==> config.mk <==
export PLATFORM = sky130hd
export DESIGN_NAME = usb_otg_event_status
export DESIGN_NICKNAME = d
export VERILOG_FILES = /design/src/verilog/otg_event_pkg.sv /design/src/verilog/usb_otg_event_status.sv
export SDC_FILE = /design/constraint.sdc
export NUM_CORES = 1
export LEC_CHECK = 0
export ABC_AREA = 1
export BUFFER_PORTS_ARGS = -buffer_cell sky130_fd_sc_hd__buf_4
export CAP_MARGIN = 20
export CORE_ASPECT_RATIO = 1.1
export CORE_MARGIN = 3
export CORE_UTILIZATION = 35
export DETAILED_ROUTE_END_ITERATION = 8
export PLACE_DENSITY = 0.58
export SLEW_MARGIN = 20
export SYNTH_ARGS = -nofsm -noshare
export SYNTH_HDL_FRONTEND = slang
export SYNTH_SLANG_ARGS = --single-unit
==> constraint.sdc <==
create_clock -name mclk -period 7.4 [get_ports mclk]
set_input_delay 1.85 -clock mclk [delete_from_list [all_inputs] [get_ports mclk]]
set_output_delay 1.85 -clock mclk [all_outputs]
set_load 0.02 [all_outputs]
==> src/verilog/otg_event_pkg.sv <==
// package for the otg event and status block: register map, bit positions,
// reset values and timing constants
// assumes a 100 MHz module clock and a simple strobe register port
package otg_event_pkg;

  // -----------------------------------------------------------------
  // register map (word byte addresses)
  // -----------------------------------------------------------------
  localparam logic [7:0] OFS_EVENT_FLAGS   = 8'h00;  // otg_event_flags, w1c
  localparam logic [7:0] OFS_EVENT_ENABLES = 8'h04;  // otg_event_enables, rw
  localparam logic [7:0] OFS_LIVE_STATUS   = 8'h08;  // otg_live_status, ro

  // -----------------------------------------------------------------
  // bit positions, shared by flags and enables
  // -----------------------------------------------------------------
  localparam int BIT_IDENT   = 7;  // cable ident change
  localparam int BIT_MSTIMER = 6;  // 1 ms timer
  localparam int BIT_LINE    = 5;  // line stable
  localparam int BIT_WAKE    = 4;  // wake activity
  localparam int BIT_SESSION = 3;  // session drop / session valid state
  localparam int BIT_BEND    = 2;  // b session end
  localparam int BIT_AVBUS   = 0;  // session valid change / a vbus valid state

  // implemented bits of the flag and enable registers: 7..2 and 0
  localparam logic [7:0] IMPL_MASK   = 8'hfd;
  localparam logic [7:0] STATUS_MASK = 8'had;  // live status bits 7,5,3,2,0
  localparam logic [7:0] RESET_BYTE  = 8'h00;

  // -----------------------------------------------------------------
  // timing
  // -----------------------------------------------------------------
  localparam int CLK_MHZ      = 100;   // module clock rate
  localparam int MS_TIME_US   = 1000;  // one millisecond in us
  localparam int MS_CYCLES    = MS_TIME_US * CLK_MHZ;  // 100000 cycles
  localparam logic [16:0] TIMER_RESET = 17'h00000;

  // -----------------------------------------------------------------
  // carriers
  // -----------------------------------------------------------------
  typedef struct packed {
    logic identPin;      // cable ident pin, high = none or type b
    logic sessValid;     // vbus above session valid (a or b)
    logic sessEnd;       // vbus below session valid on b device
    logic aVbusValid;    // vbus above session valid on a device
    logic se0;           // line single ended zero indication
    logic line_j_indication;        // line j indication
    logic dPlus;         // raw d+ level, for wake detection
    logic dMinus;        // raw d- level, for wake detection
  } pins_t;

  typedef struct packed {
    logic [7:0] addr;    // byte address
    logic [31:0] wdata;  // write data
    logic wr;            // write strobe
    logic rd;            // read strobe
  } regreq_t;

endpackage

==> src/verilog/usb_otg_event_status.sv <==
// otg event and status logic: pin sampling, event flags, enables, status
// assumes asynchronous pins from the transceiver and comparators, and a master
// that uses one-cycle read and write strobes with read data one cycle later
`timescale 1ns/1ps
`default_nettype none

module usb_otg_event_status (
  input  wire logic                   mclk,     // 100 MHz module clock
  input  wire logic                   rst,      // async, active high
  input  wire otg_event_pkg::pins_t   pinsIn,   // asynchronous pin levels
  input  wire otg_event_pkg::regreq_t regReq,   // register port request
  output logic [31:0]                 rdata,    // read data, cycle after rd
  output logic                        otgIrq    // level interrupt
);

  // -----------------------------------------------------------------
  // state
  // -----------------------------------------------------------------
  typedef struct packed {
    otg_event_pkg::pins_t sync1;     // first synchroniser stage
    otg_event_pkg::pins_t sync2;     // second synchroniser stage
    otg_event_pkg::pins_t prev;      // last sampled synchronous levels
    logic                 primed;    // prev valid after reset
    logic [7:0]           flags;     // event flags
    logic [7:0]           enables;   // enable bits
    logic [16:0]          msCount;   // free running ms timer
    logic [16:0]          lineCount; // cycles line state unchanged
    logic                 lineStable;// line state stable for 1 ms
    logic [1:0]           lineLast;  // last reported stable line state
    logic [1:0]           fill;      // reset fill chain ahead of primed
    logic                 lineSeen;  // a stable state has been reported
    logic [31:0]          rdata;     // registered read data
  } state_t;

  state_t s_q;  // registered state
  state_t s_d;  // next state

  // -----------------------------------------------------------------
  // helpers
  // -----------------------------------------------------------------
  // live status byte from synchronised levels
  function automatic logic [7:0] statusByte(input otg_event_pkg::pins_t p, input logic stable);
    logic [7:0] b;
    b = otg_event_pkg::RESET_BYTE;
    b[otg_event_pkg::BIT_IDENT]   = p.identPin;
    b[otg_event_pkg::BIT_LINE]    = stable;
    b[otg_event_pkg::BIT_SESSION] = p.sessValid;
    b[otg_event_pkg::BIT_BEND]    = p.sessEnd;
    b[otg_event_pkg::BIT_AVBUS]   = p.aVbusValid;
    return b;
  endfunction

  localparam logic [16:0] MS_LAST = 17'(otg_event_pkg::MS_CYCLES - 1);

  logic [7:0] events;     // one-cycle event pulses this cycle
  logic       msTick;     // 1 ms timer expiry
  logic [1:0] lineNow;    // current se0 / j pair
  logic       lineChange; // line pair differs from last cycle

  // -----------------------------------------------------------------
  // next state
  // -----------------------------------------------------------------
  always_comb begin
    s_d = s_q;
    events = otg_event_pkg::RESET_BYTE;
    // two-flop synchronisers; first stage read only by the second
    s_d.sync1 = pinsIn;
    s_d.sync2 = s_q.sync1;
    s_d.prev = s_q.sync2;
    // prev holds a real pin sample only from the third edge after reset:
    // sync2 is filled at the second edge and prev copies it at the third,
    // so an earlier compare would report the reset zeros as pin changes
    s_d.fill = {s_q.fill[0], 1'b1};
    s_d.primed = s_q.fill[1];

    // free running 1 ms timer
    msTick = (s_q.msCount == MS_LAST);
    s_d.msCount = msTick ? otg_event_pkg::TIMER_RESET : s_q.msCount + 17'h00001;
    events[otg_event_pkg::BIT_MSTIMER] = msTick;

    // line state stability: restart count on any change of se0 or j
    lineNow = {s_q.sync2.se0, s_q.sync2.line_j_indication};
    lineChange = s_q.primed && (lineNow != {s_q.prev.se0, s_q.prev.line_j_indication});
    if (lineChange || !s_q.primed) begin
      s_d.lineCount = otg_event_pkg::TIMER_RESET;
      s_d.lineStable = 1'b0;
    end else if (s_q.lineCount == MS_LAST) begin
      s_d.lineStable = 1'b1;
      // report only a stable state that differs from the last one
      if (!s_q.lineStable && (!s_q.lineSeen || lineNow != s_q.lineLast)) begin
        events[otg_event_pkg::BIT_LINE] = 1'b1;
      end
      if (!s_q.lineStable) begin
        s_d.lineLast = lineNow;
        s_d.lineSeen = 1'b1;
      end
    end else begin
      s_d.lineCount = s_q.lineCount + 17'h00001;
    end

    // pin change events, only once prev holds a real sample
    if (s_q.primed) begin
      events[otg_event_pkg::BIT_IDENT] = s_q.sync2.identPin != s_q.prev.identPin;
      events[otg_event_pkg::BIT_WAKE] = (s_q.sync2.dPlus != s_q.prev.dPlus)
        || (s_q.sync2.dMinus != s_q.prev.dMinus)
        || (s_q.sync2.identPin != s_q.prev.identPin)
        || (s_q.sync2.sessValid != s_q.prev.sessValid)
        || (s_q.sync2.aVbusValid != s_q.prev.aVbusValid);
      // session end level crossed downward: session end comparator rises
      events[otg_event_pkg::BIT_SESSION] = s_q.sync2.sessEnd && !s_q.prev.sessEnd;
      events[otg_event_pkg::BIT_BEND] = s_q.sync2.sessEnd != s_q.prev.sessEnd;
      events[otg_event_pkg::BIT_AVBUS] = s_q.sync2.sessValid != s_q.prev.sessValid;
    end

    // register writes
    if (regReq.wr && regReq.addr == otg_event_pkg::OFS_EVENT_FLAGS) begin
      // write one clears, zero leaves alone
      s_d.flags = s_q.flags & ~regReq.wdata[7:0];
    end
    if (regReq.wr && regReq.addr == otg_event_pkg::OFS_EVENT_ENABLES) begin
      s_d.enables = regReq.wdata[7:0] & otg_event_pkg::IMPL_MASK;
    end
    // set wins over a clear in the same cycle
    s_d.flags = (s_d.flags | events) & otg_event_pkg::IMPL_MASK;

    // register reads, unmapped answers zero
    s_d.rdata = 32'h00000000;
    if (regReq.rd) begin
      case (regReq.addr)
        otg_event_pkg::OFS_EVENT_FLAGS:   s_d.rdata = {24'h000000, s_q.flags};
        otg_event_pkg::OFS_EVENT_ENABLES: s_d.rdata = {24'h000000, s_q.enables};
        otg_event_pkg::OFS_LIVE_STATUS:
          s_d.rdata = {24'h000000, statusByte(s_q.sync2, s_q.lineStable)};
        default: s_d.rdata = 32'h00000000;
      endcase
    end
  end

  // -----------------------------------------------------------------
  // registers
  // -----------------------------------------------------------------
  always_ff @(posedge mclk or posedge rst) begin
    if (rst) begin
      s_q <= '0;
    end else begin
      s_q <= s_d;
    end
  end

  // -----------------------------------------------------------------
  // outputs
  // -----------------------------------------------------------------
  assign rdata = s_q.rdata;
  assign otgIrq = |(s_q.flags & s_q.enables);

  // -----------------------------------------------------------------
  // assertions
  // -----------------------------------------------------------------
  property p_irq_tracks;
    @(posedge mclk) disable iff (rst) otgIrq == |(s_q.flags & s_q.enables);
  endproperty
  a_irq_tracks: assert property (p_irq_tracks) else $error("irq not flag and enable");

  property p_w1c;
    @(posedge mclk) disable iff (rst)
      regReq.wr && regReq.addr == otg_event_pkg::OFS_EVENT_FLAGS && regReq.wdata[7] && !events[7]
      |=> !s_q.flags[7];
  endproperty
  a_w1c: assert property (p_w1c) else $error("flag not cleared by one");

  property p_set_wins;
    @(posedge mclk) disable iff (rst) events[otg_event_pkg::BIT_IDENT] |=> s_q.flags[7];
  endproperty
  a_set_wins: assert property (p_set_wins) else $error("ident event lost");

  property p_sticky;
    @(posedge mclk) disable iff (rst)
      s_q.flags[5] && !(regReq.wr && regReq.addr == otg_event_pkg::OFS_EVENT_FLAGS) |=> s_q.flags[5];
  endproperty
  a_sticky: assert property (p_sticky) else $error("flag dropped without write");

  property p_timer;
    @(posedge mclk) disable iff (rst) msTick |=> s_q.flags[6] && s_q.msCount == 17'h00000;
  endproperty
  a_timer: assert property (p_timer) else $error("timer flag missing");

  property p_reserved;
    @(posedge mclk) disable iff (rst) s_q.rdata[31:8] == 24'h000000 && !s_q.rdata[1];
  endproperty
  a_reserved: assert property (p_reserved) else $error("reserved bits nonzero");

  property p_enable_rw;
    @(posedge mclk) disable iff (rst)
      regReq.wr && regReq.addr == otg_event_pkg::OFS_EVENT_ENABLES
      |=> s_q.enables == ($past(regReq.wdata[7:0]) & otg_event_pkg::IMPL_MASK);
  endproperty
  a_enable_rw: assert property (p_enable_rw) else $error("enable write lost");

  property p_bend;
    @(posedge mclk) disable iff (rst)
      s_q.primed && (s_q.sync2.sessEnd != s_q.prev.sessEnd) |=> s_q.flags[2];
  endproperty
  a_bend: assert property (p_bend) else $error("session end change missed");

  property p_avbus;
    @(posedge mclk) disable iff (rst)
      s_q.primed && (s_q.sync2.sessValid != s_q.prev.sessValid) |=> s_q.flags[0] && s_q.flags[4];
  endproperty
  a_avbus: assert property (p_avbus) else $error("session valid change missed");

  property p_status_rd;
    @(posedge mclk) disable iff (rst)
      regReq.rd && regReq.addr == otg_event_pkg::OFS_LIVE_STATUS
      |=> rdata[7] == $past(s_q.sync2.identPin) && rdata[3] == $past(s_q.sync2.sessValid);
  endproperty
  a_status_rd: assert property (p_status_rd) else $error("status read wrong");

  property p_line_unstable;
    @(posedge mclk) disable iff (rst) lineChange |=> !s_q.lineStable;
  endproperty
  a_line_unstable: assert property (p_line_unstable) else $error("line stable after change");

  // -----------------------------------------------------------------
  // further checks on the event sources and the read path
  // -----------------------------------------------------------------
  // the checks below watch the registered state one edge after the
  // combinational event pulse; a pulse and a clear in the same cycle
  // must leave the flag set, since software would otherwise lose an
  // event that it never saw
  // the read checks use $past on the synchronised levels, because the
  // status byte is built from sync2 at the edge that takes the strobe
  // note: the line stable flag fires once per new stable pair, so a
  // line that never moves reports only the first stable state

  // a new stable line state lands in the flag and in the status level
  property p_line_event;
    @(posedge mclk) disable iff (rst)
      events[otg_event_pkg::BIT_LINE] |=> s_q.flags[5] && s_q.lineStable;
  endproperty
  a_line_event: assert property (p_line_event) else $error("line flag missing");

  // raw d+ movement wakes the block
  property p_wake;
    @(posedge mclk) disable iff (rst)
      s_q.primed && (s_q.sync2.dPlus != s_q.prev.dPlus) |=> s_q.flags[4];
  endproperty
  a_wake: assert property (p_wake) else $error("wake flag missing");

  // session end comparator rising means vbus fell below end level
  property p_drop;
    @(posedge mclk) disable iff (rst)
      s_q.primed && s_q.sync2.sessEnd && !s_q.prev.sessEnd |=> s_q.flags[3];
  endproperty
  a_drop: assert property (p_drop) else $error("session drop flag missing");

  // no pin event while prev still holds reset zeros
  property p_quiet_start;
    @(posedge mclk) disable iff (rst)
      !s_q.primed |-> (events & 8'hbf) == 8'h00;
  endproperty
  a_quiet_start: assert property (p_quiet_start) else $error("pin event before priming");

  // a zero written to a set flag leaves it alone
  property p_zero_write;
    @(posedge mclk) disable iff (rst)
      regReq.wr && regReq.addr == otg_event_pkg::OFS_EVENT_FLAGS && !regReq.wdata[5] && s_q.flags[5]
      |=> s_q.flags[5];
  endproperty
  a_zero_write: assert property (p_zero_write) else $error("flag cleared by zero");

  // enables move only on a write to their own address
  property p_enable_hold;
    @(posedge mclk) disable iff (rst)
      !(regReq.wr && regReq.addr == otg_event_pkg::OFS_EVENT_ENABLES) |=> $stable(s_q.enables);
  endproperty
  a_enable_hold: assert property (p_enable_hold) else $error("enable changed without write");

  // status bit 5 mirrors the stability level
  property p_status_line;
    @(posedge mclk) disable iff (rst)
      regReq.rd && regReq.addr == otg_event_pkg::OFS_LIVE_STATUS |=> rdata[5] == $past(s_q.lineStable);
  endproperty
  a_status_line: assert property (p_status_line) else $error("status line bit wrong");

  // status bit 2 mirrors the session end comparator
  property p_status_end;
    @(posedge mclk) disable iff (rst)
      regReq.rd && regReq.addr == otg_event_pkg::OFS_LIVE_STATUS |=> rdata[2] == $past(s_q.sync2.sessEnd);
  endproperty
  a_status_end: assert property (p_status_end) else $error("status end bit wrong");

  // status bit 0 mirrors the a device vbus comparator
  property p_status_avbus;
    @(posedge mclk) disable iff (rst)
      regReq.rd && regReq.addr == otg_event_pkg::OFS_LIVE_STATUS |=> rdata[0] == $past(s_q.sync2.aVbusValid);
  endproperty
  a_status_avbus: assert property (p_status_avbus) else $error("status a vbus bit wrong");

  // read data stand one cycle only, zero otherwise
  property p_rdata_idle;
    @(posedge mclk) disable iff (rst) !regReq.rd |=> s_q.rdata == 32'h00000000;
  endproperty
  a_rdata_idle: assert property (p_rdata_idle) else $error("read data outside read cycle");

  c_irq: cover property (@(posedge mclk) disable iff (rst) $rose(otgIrq));
  c_line: cover property (@(posedge mclk) disable iff (rst) events[otg_event_pkg::BIT_LINE]);
  c_clear: cover property (@(posedge mclk) disable iff (rst) s_q.flags[7] ##1 !s_q.flags[7]);
  c_timer: cover property (@(posedge mclk) disable iff (rst) msTick);
  c_drop: cover property (@(posedge mclk) disable iff (rst) events[otg_event_pkg::BIT_SESSION]);

endmodule

`default_nettype wire
* Yosys cells after proc, flatten, opt, wreduce, memory -nomap -nowiden
Cells that the tools add are included.
Storage, ports and cells: register bits 111, memories kept 0, latch bits 0, bits in writable memories 0, output and inout port bits 33, memory bits (read-only) 0
Cells by class: eq/ne operators 13, $add $sub $neg 2, reduce and logical (&&, ||, !) cells 19, magnitude comparators 0, bitwise logic cells 6, shift-type cells 0, muxes and demuxes 14, div/mod/pow operators 0, $mul 0
Operators by type and width (number):
- $add 17x1->17 const B | 2
- $eq 17x17->1 const B | 2
- $mux 17 | 2
- $pmux 8 s3 | 1
- $mux 18 | 1
- $and 8x8->8 | 2
- $mux 8 | 2
- $eq 8x3->1 const B | 1
- $eq 8x4->1 const B | 1
- $logic_not 8->1 | 1
- $not 8->8 | 1
- $or 8x8->8 | 1
- $reduce_or 8->1 | 1
- $logic_or 1x1->1 | 6
- $mux 3 | 2
- $ne 1x1->1 | 6
- $logic_and 1x1->1 | 5
- $mux 1 | 5
- $logic_not 1->1 | 4
- $ne 2x2->1 | 2
- $reduce_and 3->1 | 1
- $mux 2 | 1
- $ne 2x2->1 const B | 1
- $not 1->1 | 2
- $reduce_bool 2->1 | 1

* Logic depth before layout (Yosys ltp)
Gate-level depths: netlist of run 1.
word-level depth 7, gate-level depth with buffers 9

* Worst setup path before layout of run 1
OpenSTA, ideal clock, no wires.
kind input port to flip-flop, start in regReq[41] in the netlist's numbering, end reg s_q[74] in the netlist's numbering, data required time 7279 ps, data arrival time 2593 ps, slack 4686 ps, stages 7, path through nor2_1 -> nand2_1 -> inv_2 -> nand3_2 -> buf_2 -> nand2_1 -> o21ai_1
On the way: cells in the longest elaborated chain, start to end 2
Ends and longest elaborated chain:
- start: declaration | line usb_otg_event_status.sv:11 | input wire otg_event_pkg::regreq_t regReq,
- $eq 8x3->1 | line usb_otg_event_status.sv:120 | if (regReq.wr && regReq.addr == otg_event_pkg::OFS_EVENT_ENABLES) begin
- $logic_and 1x1->1 | line usb_otg_event_status.sv:120
- end signal: assignment | line usb_otg_event_status.sv:144 | s_q <= '0;
- end signal: assignment | line usb_otg_event_status.sv:146 | s_q <= s_d;
- end: declaration | line usb_otg_event_status.sv:35 | state_t s_q;
Every way passes these cells. A chain may end at the register's enable or synchronous reset.

* Worst setup path after layout of run 1
start reg s_q[82] in the netlist's numbering, end out otgIrq
On the way: cells in the longest elaborated chain, start to end 2
Ends and longest elaborated chain:
- $and 8x8->8 | line usb_otg_event_status.sv:154 | assign otgIrq = |(s_q.flags & s_q.enables);
- $reduce_or 8->1 | line usb_otg_event_status.sv:154
- end: declaration | line usb_otg_event_status.sv:13 | output logic otgIrq
Every way passes these cells.

==> results of run 1 <==
## critical path: cells and delay by family, from the launching register on
family / cells / cell delay (ns)
AND/OR/NAND/NOR: 3 / 0.22
AO/OA/AOI/OAI: 1 / 0.24
flip-flops: 1 / 0.39
buffers and inverters: 1 / 0.17
## placed cells by master, fill, tap and decap left out, drive strengths merged, types with 2 or more instances in the layout
master	synthesis	routed
a21oi	13	13
a31oi	2	2
buf	36	36
clkbuf	0	11
clkinv	0	2
conb	2	26
dfrtp	86	86
ha	3	3
inv	66	66
nand2	118	118
nand3	44	44
nand4	14	14
nor2	62	62
nor3	5	5
o21ai	20	20
or2	3	3
xnor2	8	8
xor2	10	10
## cell type report
type | instances | area (um2) | area share
Timing Repair Buffer | 36 | 270 | 0.0571
Clock inverter | 3 | 21.3 | 0.00450
Clock buffer | 11 | 233 | 0.0492
Inverter | 66 | 249 | 0.0526
Sequential cell | 86 | 2150 | 0.455
Tap cell | 150 | 188 | 0.0397
Multi-Input combinational cell | 333 | 1620 | 0.342
## per-stage QoR
step	worst slack (ns)	hold slack, ns	power (mW)
finish	4.20	0.348	0.941
global route	4.08	0.356	0.987
CTS	4.15	0.349	0.956
detailed placement	4.36	0.335	0.556
global placement	4.36	0.333	0.555
floorplan	3.33	0.331	0.543
## layer usage
| metal | global-route usage | share of wire | vias up |
|---|---|---|---|
| met5 | 0 | 0 | - |
| met4 | 0.0608 | 0.019 | 0 |
| met3 | 0.0256 | 0.047 | 13 |
| met2 | 0.196 | 0.46 | 77 |
| met1 | 0.173 | 0.47 | 1409 |
| li1 | - | - | 1576 |
## Yosys cell counts (all sizes together)
master / number / share of area
or2: 3 / 0.0045
nor3b: 1 / 0.0018
nor3: 5 / 0.0060
o21bai: 1 / 0.0018
nor2: 62 / 0.070
xor2: 10 / 0.021
dfrtp: 86 / 0.51
inv: 66 / 0.059
o21ai: 20 / 0.024
nand3: 44 / 0.056
nand4: 14 / 0.021
conb: 2 / 0.0018
o211ai: 1 / 0.0018
a21oi: 13 / 0.016
xnor2: 8 / 0.017
ha: 3 / 0.0090
a221oi: 1 / 0.0021
a31oi: 2 / 0.0030
o2111ai: 1 / 0.0021
nand2: 118 / 0.11
buf: 36 / 0.063
## state kept, by name, summed over array words and instances (netlist names)
name	count
s_q	61
s_d	16
rdata	7
lineNow	2
## power groups by stage
stage / Clock, mW / Combinational (mW) / Sequential, mW
2_1_floorplan: 0 / 0.0487 / 0.494
3_3_place_gp: 0 / 0.0589 / 0.496
3_5_place_dp: 0 / 0.0595 / 0.497
4_1_cts: 0.408 / 0.0596 / 0.488
5_1_grt: 0.432 / 0.0671 / 0.489
6_report: 0.395 / 0.0582 / 0.488
## cells by family after synthesis
group,Yosys count,synth area share
AO/OA/AOI/OAI,39,0.0502
XOR/XNOR,18,0.0376
adder cells (fa/ha/maj),3,0.00896
buffers and inverters,102,0.122
flip-flops,86,0.514
other,2,0.00179
AND/OR/NAND/NOR,247,0.266
## how the worst min path moves through the flow
stage	endpoint	slack, ns	depth (start not counted)
global placement	s_d[93]$_DFF_PP0_	0.33	0
CTS	s_d[94]$_DFF_PP0_	0.35	0
detailed placement	s_d[94]$_DFF_PP0_	0.33	0
floorplan	lineNow[0]$_DFF_PP0_	0.33	0
global route	s_d[95]$_DFF_PP0_	0.36	0
finish	s_d[94]$_DFF_PP0_	0.35	0
==> impl_metrics.tcl, run 1 <==
set metrics [dict create \
    dp_hpwl_mm 5.63 \
    drtPass1Iterations 4 \
    core_region_area_um2 11600 \
    port-buffer-count 34 \
    first_global_vias 2950 \
    cts_setup_buffers 0 \
    grt_use_total 0.128 \
    routed-via-count 3075 \
    skew_ns 0.00791 \
    pwr-share-clk 0.420 \
    switching_share 0.230 \
    cp_max_fo 3 \
    grt_antenna_before_repair 0 \
    synth.distinct_cells 28 \
    cts_num_sinks 86 \
    arrival_ns 1.35 \
    rr_startpoint "s_q[38]$_DFFE_PP0N_" \
    leakage_nw 2.23 \
    drc_errors 0 \
    finalSetupViolCount 0 \
    status "completed" \
    p_seq_frac 0.518 \
    initial_core_util 0.361 \
    grt_max_degree 78 \
    netSwitchingPower_uw 217 \
    dp_cells 671 \
    clkLatencyLatePin_ns 0.33 \
    cp-start-kind "flop" \
    routed_wl_mm 7.69 \
    pin_count 85 \
    place_area_um2 4480 \
    postSynthAreaPerCell_um2 8.43 \
    ys_seq_area_frac 0.514 \
    fillers 1166 \
    finalCriticalPeriod_ns 3.20 \
    clk_pin_slew_ns 0.06 \
    yosys_warnings 0 \
    critical_path.cell_chain "nand2_1, nand2_1, a221oi_1, nand2_1, buf_4" \
    root_buffer "clkbuf_16" \
    slew_violations 0 \
    cts_hold_buf 0 \
    cpPeakStageDelay_ns 0.39 \
    rows 41 \
    nets 587 \
    crit_end "otgIrq" \
    crit_start "s_q[82]$_DFF_PP0_" \
    hp-class "flop to flop" \
    die-area_um2 13300 \
    end_kind "output port" \
    worstPathRequired_ns 5.55 \
    synthToLayoutAreaGrowth_pct 12.9 \
    synth_seq_cells 86 \
    worst_pin_slew_ns 0.938 \
    setup-tns-final_ns 0 \
    final_cells 685 \
    cts_buffer_depth 2 \
    final_core_util 0.408 \
    cap_violations 0 \
    maxSlewHeadroom 0.374 \
    netlist_area_um2 4190 \
    gr-total-overflow 0 \
    reg2regPathDepth 8 \
    cpMostUsedCell "nand2_1" \
    post_drt_wl_per_cell_um 11.2 \
    worst_hold_startpoint "s_d[102]$_DFF_PP0_" \
    fin_area_um2 4730 \
    grt_first_pass_wirelength_mm 13.4 \
    power_per_cell_area_nw_per_um2 199 \
    path_class "flop to output port" \
    die_h_um 121 \
    ctsResizeCount 0 \
    r2r-end "s_q[36]$_DFFE_PP0P_" \
    fmax_mhz 312 \
    drtIter0Drc 104 \
    dieWidth_um 110 \
    gp_congestion 0.852 \
    ant_nets 0 \
    cts_htree_levels 3 \
    intPower_uw 725 \
    hold_viol_final 0 \
    drive_above_1_share 0.133 \
    rsz0062_at_grt "no" \
    period_share 0.432 \
    routed_via_density 4.49 \
    power_frac_comb 0.062 \
    crit_slowest_cell "dfrtp_1" \
    antennaDiodeCount 0 \
    synthCells 497 \
    vdd_drop_max_mv 0.140 \
    r2r_slack_ns 5.92 \
    cts_buffers 9 \
    cts_tree "done" \
]
Power figures use the tool's default switching activity.
==> run 2, diff against run 1 <==
--- a/config.mk
+++ b/config.mk
@@ -12,7 +12,7 @@
 export CORE_MARGIN = 3
 export CORE_UTILIZATION = 35
 export DETAILED_ROUTE_END_ITERATION = 8
-export PLACE_DENSITY = 0.58
+export PLACE_DENSITY = 0.6
 export SLEW_MARGIN = 20
 export SYNTH_ARGS = -nofsm -noshare
 export SYNTH_HDL_FRONTEND = slang
==> constraint.sdc (replaced) <==
create_clock -name mclk -period 2.9 [get_ports mclk]
set_input_delay 0.725 -clock mclk [delete_from_list [all_inputs] [get_ports mclk]]
set_output_delay 0.725 -clock mclk [all_outputs]
set_load 0.02 [all_outputs]
==> run 2 against run 1 <==
Compared with the run above: routed wire length decreased by 0.22%; non-clock buffer count unchanged; clock skew fell by 0.0039 ns; highest routed layer unchanged; flip-flop and latch count did not move; global-route usage about the same; first-iteration DRC count up 53%; largest cell class unchanged; total power grew to 2.8 times the previous value; cell count increased by 0.29%; clock power grew to 3.2 times the previous value; clock-buffer cell count fell by 2; register-to-register slack got worse by 4.5 ns; largest power group is now clock; setup slack worse by 3.4 ns.
==> impl_metrics.tcl, run 2 (same netlist as run 1, synthesis figures left out) <==
set metrics [dict create \
    first_global_vias 2960 \
    hold_viol_final 0 \
    vdd_drop_max_mv 0.358 \
    cts_tree "done" \
    reg2regPathDepth 8 \
    fmax_mhz 479 \
    cpMostUsedCell "nand2_1" \
    mostFrequentLayoutCells "117 x nand2_1, 86 x dfrtp_1, 61 x inv_1" \
    dp_hpwl_mm 5.57 \
    intPower_mw 2.05 \
    cts_buffer_depth 2 \
    finalSetupViolCount 0 \
    rsz0062_at_grt "no" \
    grt_first_pass_wirelength_mm 13.4 \
    largest_reg_flops 61 \
    antennaDiodeCount 0 \
    drive_above_1_share 0.140 \
    grt_use_total 0.128 \
    gp_congestion 0.845 \
    worstPathRequired_ns 2.17 \
    power_frac_comb 0.057 \
    initial_core_util 0.361 \
    rows 41 \
    status "completed" \
    final_common_cell "nand2_1" \
    leakage_nw 2.27 \
    switching_share 0.229 \
    cpPeakStageDelay_ns 0.40 \
    pwr-share-clk 0.475 \
    die-area_um2 13300 \
    arrival_ns 1.36 \
    p_seq_frac 0.468 \
    crit_slowest_cell "dfrtp_1" \
    cts_htree_levels 3 \
    p_total_mw 2.66 \
    routed_via_density 4.58 \
    rr_startpoint "s_q[39]$_DFFE_PP0N_" \
    nets 587 \
    die_h_um 121 \
    end_kind "output port" \
    synthToLayoutAreaGrowth_pct 15.1 \
    ctsResizeCount 0 \
    routed-via-count 3145 \
    worst_hold_startpoint "s_d[101]$_DFF_PP0_" \
    cap_violations 0 \
    path_class "flop to output port" \
    critPathTopFamily "flip-flops" \
    crit_buf_inv 1 \
    critical_path.cell_chain "nand2_1, nand2_1, a221oi_1, nand2_1, buf_4" \
    drtPass1Iterations 4 \
    r2r_slack_ns 1.41 \
    slew_violations 0 \
    cts_hold_buf 0 \
    finalCriticalPeriod_ns 2.09 \
    routed_wl_mm 7.67 \
    cts_setup_buffers 0 \
    cts_buffers 9 \
    ant_nets 0 \
    grt_antenna_before_repair 0 \
    port-buffer-count 34 \
    grt_max_degree 87 \
    setup-tns-final_ns 0 \
    clkLatencyLatePin_ns 0.34 \
    period_share 0.720 \
    cts_num_sinks 86 \
    drc_errors 0 \
    power_per_cell_area_nw_per_um2 551 \
    drtIter0Drc 159 \
    pin_count 85 \
    top_register "s_q" \
    root_buffer "clkbuf_16" \
    core_region_area_um2 11600 \
    clk_pin_slew_ns 0.06 \
    netSwitchingPower_uw 608 \
    post_drt_wl_per_cell_um 11.2 \
    cp-start-kind "flop" \
    dieWidth_um 110 \
    hp-class "flop to flop" \
    skew_ns 0.00401 \
    cp_max_fo 3 \
    min_to "s_d[93]$_DFF_PP0_" \
    gr-total-overflow 0 \
    r2r-end "s_q[35]$_DFFE_PP0P_" \
    hold_depth 0 \
]
==> run 2: changes by cell type in the layout (fill, tap and decap cells not counted) <==
cell,previous run,this run
buf_12,0,1
buf_4,36,35
bufinv_16,0,2
clkbuf_1,2,0
clkinv_2,2,1
clkinv_4,0,1
inv_8,0,2
==> run 2: final cells by class <==
type	count	area (um2)
Multi-Input combinational cell	333	1620
Clock inverter	7	105
Fill cell	1191	6770
Sequential cell	86	2150
Tap cell	150	188
Inverter	66	251
Clock buffer	9	225
Timing Repair Buffer	36	283
==> run 2: per-stage QoR <==
step | hold slack, ns | util | instances | setup slack [ns] | area [um2]
finish | 0.350 | 0.416 | 687 | 0.811 | 4820
global route | 0.356 | 0.416 | 687 | 0.721 | 4820
CTS | 0.350 | 0.416 | 687 | 0.763 | 4820
detailed placement | 0.335 | 0.387 | 671 | 0.975 | 4490
global placement | 0.333 | 0.387 | 671 | 1.02 | 4490
floorplan | 0.331 | - | 521 | 1.18 | 4280
==> run 2: power by group through the flow <==
stage               clock [mW]  combinational, mW  sequential [mW]
finish                    1.26              0.152             1.24
global route              1.36              0.172             1.25
CTS                       1.31              0.155             1.24
detailed placement           0              0.155             1.27
global placement             0              0.152             1.27
floorplan                    0              0.125             1.26
==> run 2: how the worst max path moves through the flow <==
stage,startpoint,endpoint,slack [ns],depth (start not counted)
2_1_floorplan,rst,lineNow[0]$_DFF_PP0_,1.18,1
3_3_place_gp,regReq[35],s_q[86]$_DFF_PP0_,1.02,7
3_5_place_dp,regReq[35],s_q[85]$_DFF_PP0_,0.97,7
4_1_cts,s_q[82]$_DFF_PP0_,otgIrq,0.76,5
5_1_grt,s_q[77]$_DFFE_PP0P_,otgIrq,0.72,5
6_report,s_q[82]$_DFF_PP0_,otgIrq,0.81,5
==> run 2: layer usage <==
layer	part of all wire	vias up	global-route usage	wire length, um
li1	-	1580	-	-
met1	0.46	1469	0.170	3540
met2	0.46	85	0.193	3540
met3	0.059	11	0.0331	453
met4	0.018	0	0.0639	139
met5	0	-	0	0
==> run 3, diff against run 2 <==
--- a/config.mk
+++ b/config.mk
@@ -12,7 +12,7 @@
 export CORE_MARGIN = 3
 export CORE_UTILIZATION = 35
 export DETAILED_ROUTE_END_ITERATION = 8
-export PLACE_DENSITY = 0.6
+export PLACE_DENSITY = 0.58
 export SLEW_MARGIN = 20
 export SYNTH_ARGS = -nofsm -noshare
 export SYNTH_HDL_FRONTEND = slang
==> constraint.sdc (replaced) <==
create_clock -name mclk -period 2.09 [get_ports mclk]
set_input_delay 0.5225 -clock mclk [delete_from_list [all_inputs] [get_ports mclk]]
set_output_delay 0.5225 -clock mclk [all_outputs]
set_load 0.02 [all_outputs]
==> run 3 against run 2 <==
Compared with the run above: die area is the same; cell area shrank 0.44%; combinational power grew 38%; sequential share of layout area grew 0.20 points; first-iteration DRC count grew 8.8%; clock skew grew 0.0056 ns; hold slack lost 0.19 ns; via count shrank 1.7%; non-clock buffer count is the same; largest cell class unchanged.
==> impl_metrics.tcl, run 3 (same netlist as run 1, synthesis figures left out) <==
set metrics [dict create \
    status "completed" \
    dieWidth_um 110 \
    grt_max_degree 74 \
    grt_antenna_before_repair 0 \
    dp_hpwl_mm 5.49 \
    cap_violations 0 \
    finalCriticalPeriod_ns 1.89 \
    cts_hold_buf 0 \
    cts_setup_buffers 0 \
    routed-via-count 3091 \
    arrival_ns 1.37 \
    cpPeakStageDelay_ns 0.40 \
    hold_viol_final 0 \
    first_global_vias 2956 \
    cts_buffers 9 \
    place_area_um2 4490 \
    drtPass1Iterations 4 \
    drtIter0Drc 173 \
    cp-start-kind "flop" \
    routed_via_density 4.50 \
    cts_buffer_depth 2 \
    mostFrequentLayoutCells "117 x nand2_1, 86 x dfrtp_1, 61 x inv_1" \
    root_buffer "clkbuf_16" \
    largest_reg_flops 61 \
    die_h_um 121 \
    path_class "flop to output port" \
    drc_errors 0 \
    drive_above_1_share 0.138 \
    critPathTopFamily "flip-flops" \
    leakage_nw 2.26 \
    ctsResizeCount 0 \
    post_drt_wl_per_cell_um 11.2 \
    port-buffer-count 34 \
    fmax_mhz 528 \
    multi_input_area_um2 1620 \
    antennaDiodeCount 0 \
    die-area_um2 13300 \
    gp_congestion 0.904 \
    critical_path.cell_chain "nand2_1, nand2_1, a221oi_1, nand2_1, buf_4" \
    nets 587 \
    vdd_drop_max_mv 0.454 \
    fin_hold_ws_ns 0.159 \
    end_kind "output port" \
    fillers 1156 \
    rows 41 \
    setup-tns-final_ns 0 \
    initial_core_util 0.361 \
    cts_htree_levels 3 \
    grt_use_total 0.127 \
    gr-total-overflow 0 \
    cts_num_sinks 86 \
    cts_tree "done" \
    crit_buf_inv 1 \
    ant_nets 0 \
    clkLatencyLatePin_ns 0.33 \
    finalSetupViolCount 0 \
    grt_first_pass_wirelength_mm 13.4 \
    slew_violations 0 \
    clk_pin_slew_ns 0.06 \
    power_per_cell_area_nw_per_um2 743 \
    rsz0062_at_grt "no" \
    cpMostUsedCell "nand2_1" \
    pin_count 85 \
    final_common_cell "nand2_1" \
    period_share 0.906 \
    regArea_um2 2150 \
    worstPathRequired_ns 1.57 \
    core_region_area_um2 11600 \
    top_register "s_q" \
    routed_wl_mm 7.68 \
    hp-class "input port to async pin" \
    cp_max_fo 3 \
    synthToLayoutAreaGrowth_pct 14.6 \
    crit_slowest_cell "dfrtp_1" \
    fin_area_um2 4800 \
    skew_ns 0.00958 \
]
## run 3: final cells by class
class	count	area share
repair buffers	36	0.0589
flip-flops and latches	86	0.448
clock buffers	12	0.0534
well taps	150	0.0391
inverters	66	0.0524
multi-input cells	333	0.337
clock inverters	4	0.0109
## run 3: worst paths after layout
check	startpoint	end	slack, ns	depth (start not counted)
setup / recovery	s_q[85]$_DFF_PP0_	otgIrq	0.20	5
min in group mclk	pinsIn[0]	s_d[97]$_DFF_PP0_	0.29	1
max in group asynchronous	rst	rdata[2]$_DFF_PP0_	1.28	3
setup reg to reg	s_q[39]$_DFFE_PP0N_	s_q[35]$_DFFE_PP0P_	0.60	8
hold / removal	rst	s_q[64]$_DFF_PP0_	0.16	2
hold reg to reg	s_d[101]$_DFF_PP0_	s_d[93]$_DFF_PP0_	0.35	0
## run 3: per-stage QoR
stage,utilization,std cells,power (mW),setup WS [ns]
after detailed placement,0.387,671,1.97,0.358
after global placement,0.387,671,1.97,0.410
after floorplan,-,521,1.92,0.574
after CTS,0.414,687,3.63,0.169
final,0.414,687,3.57,0.197
after global routing,0.414,687,3.75,0.126
## run 3: where the power goes
| group | total, mW | internal (mW) | switching [mW] |
|---|---|---|---|
| clock network | 1.63 | 0.996 | 0.636 |
| registers | 1.73 | 1.70 | 0.0245 |
| logic | 0.210 | 0.0720 | 0.138 |
| total | 3.57 | 2.77 | 0.799 |
## run 3: layer usage
| metal | part of all wire | GRT usage | vias up |
|---|---|---|---|
| li1 | - | - | 1578 |
| met1 | 0.48 | 0.176 | 1433 |
| met2 | 0.46 | 0.187 | 75 |
| met3 | 0.056 | 0.0363 | 5 |
| met4 | 0.011 | 0.0477 | 0 |
| met5 | 0 | 0 | - |
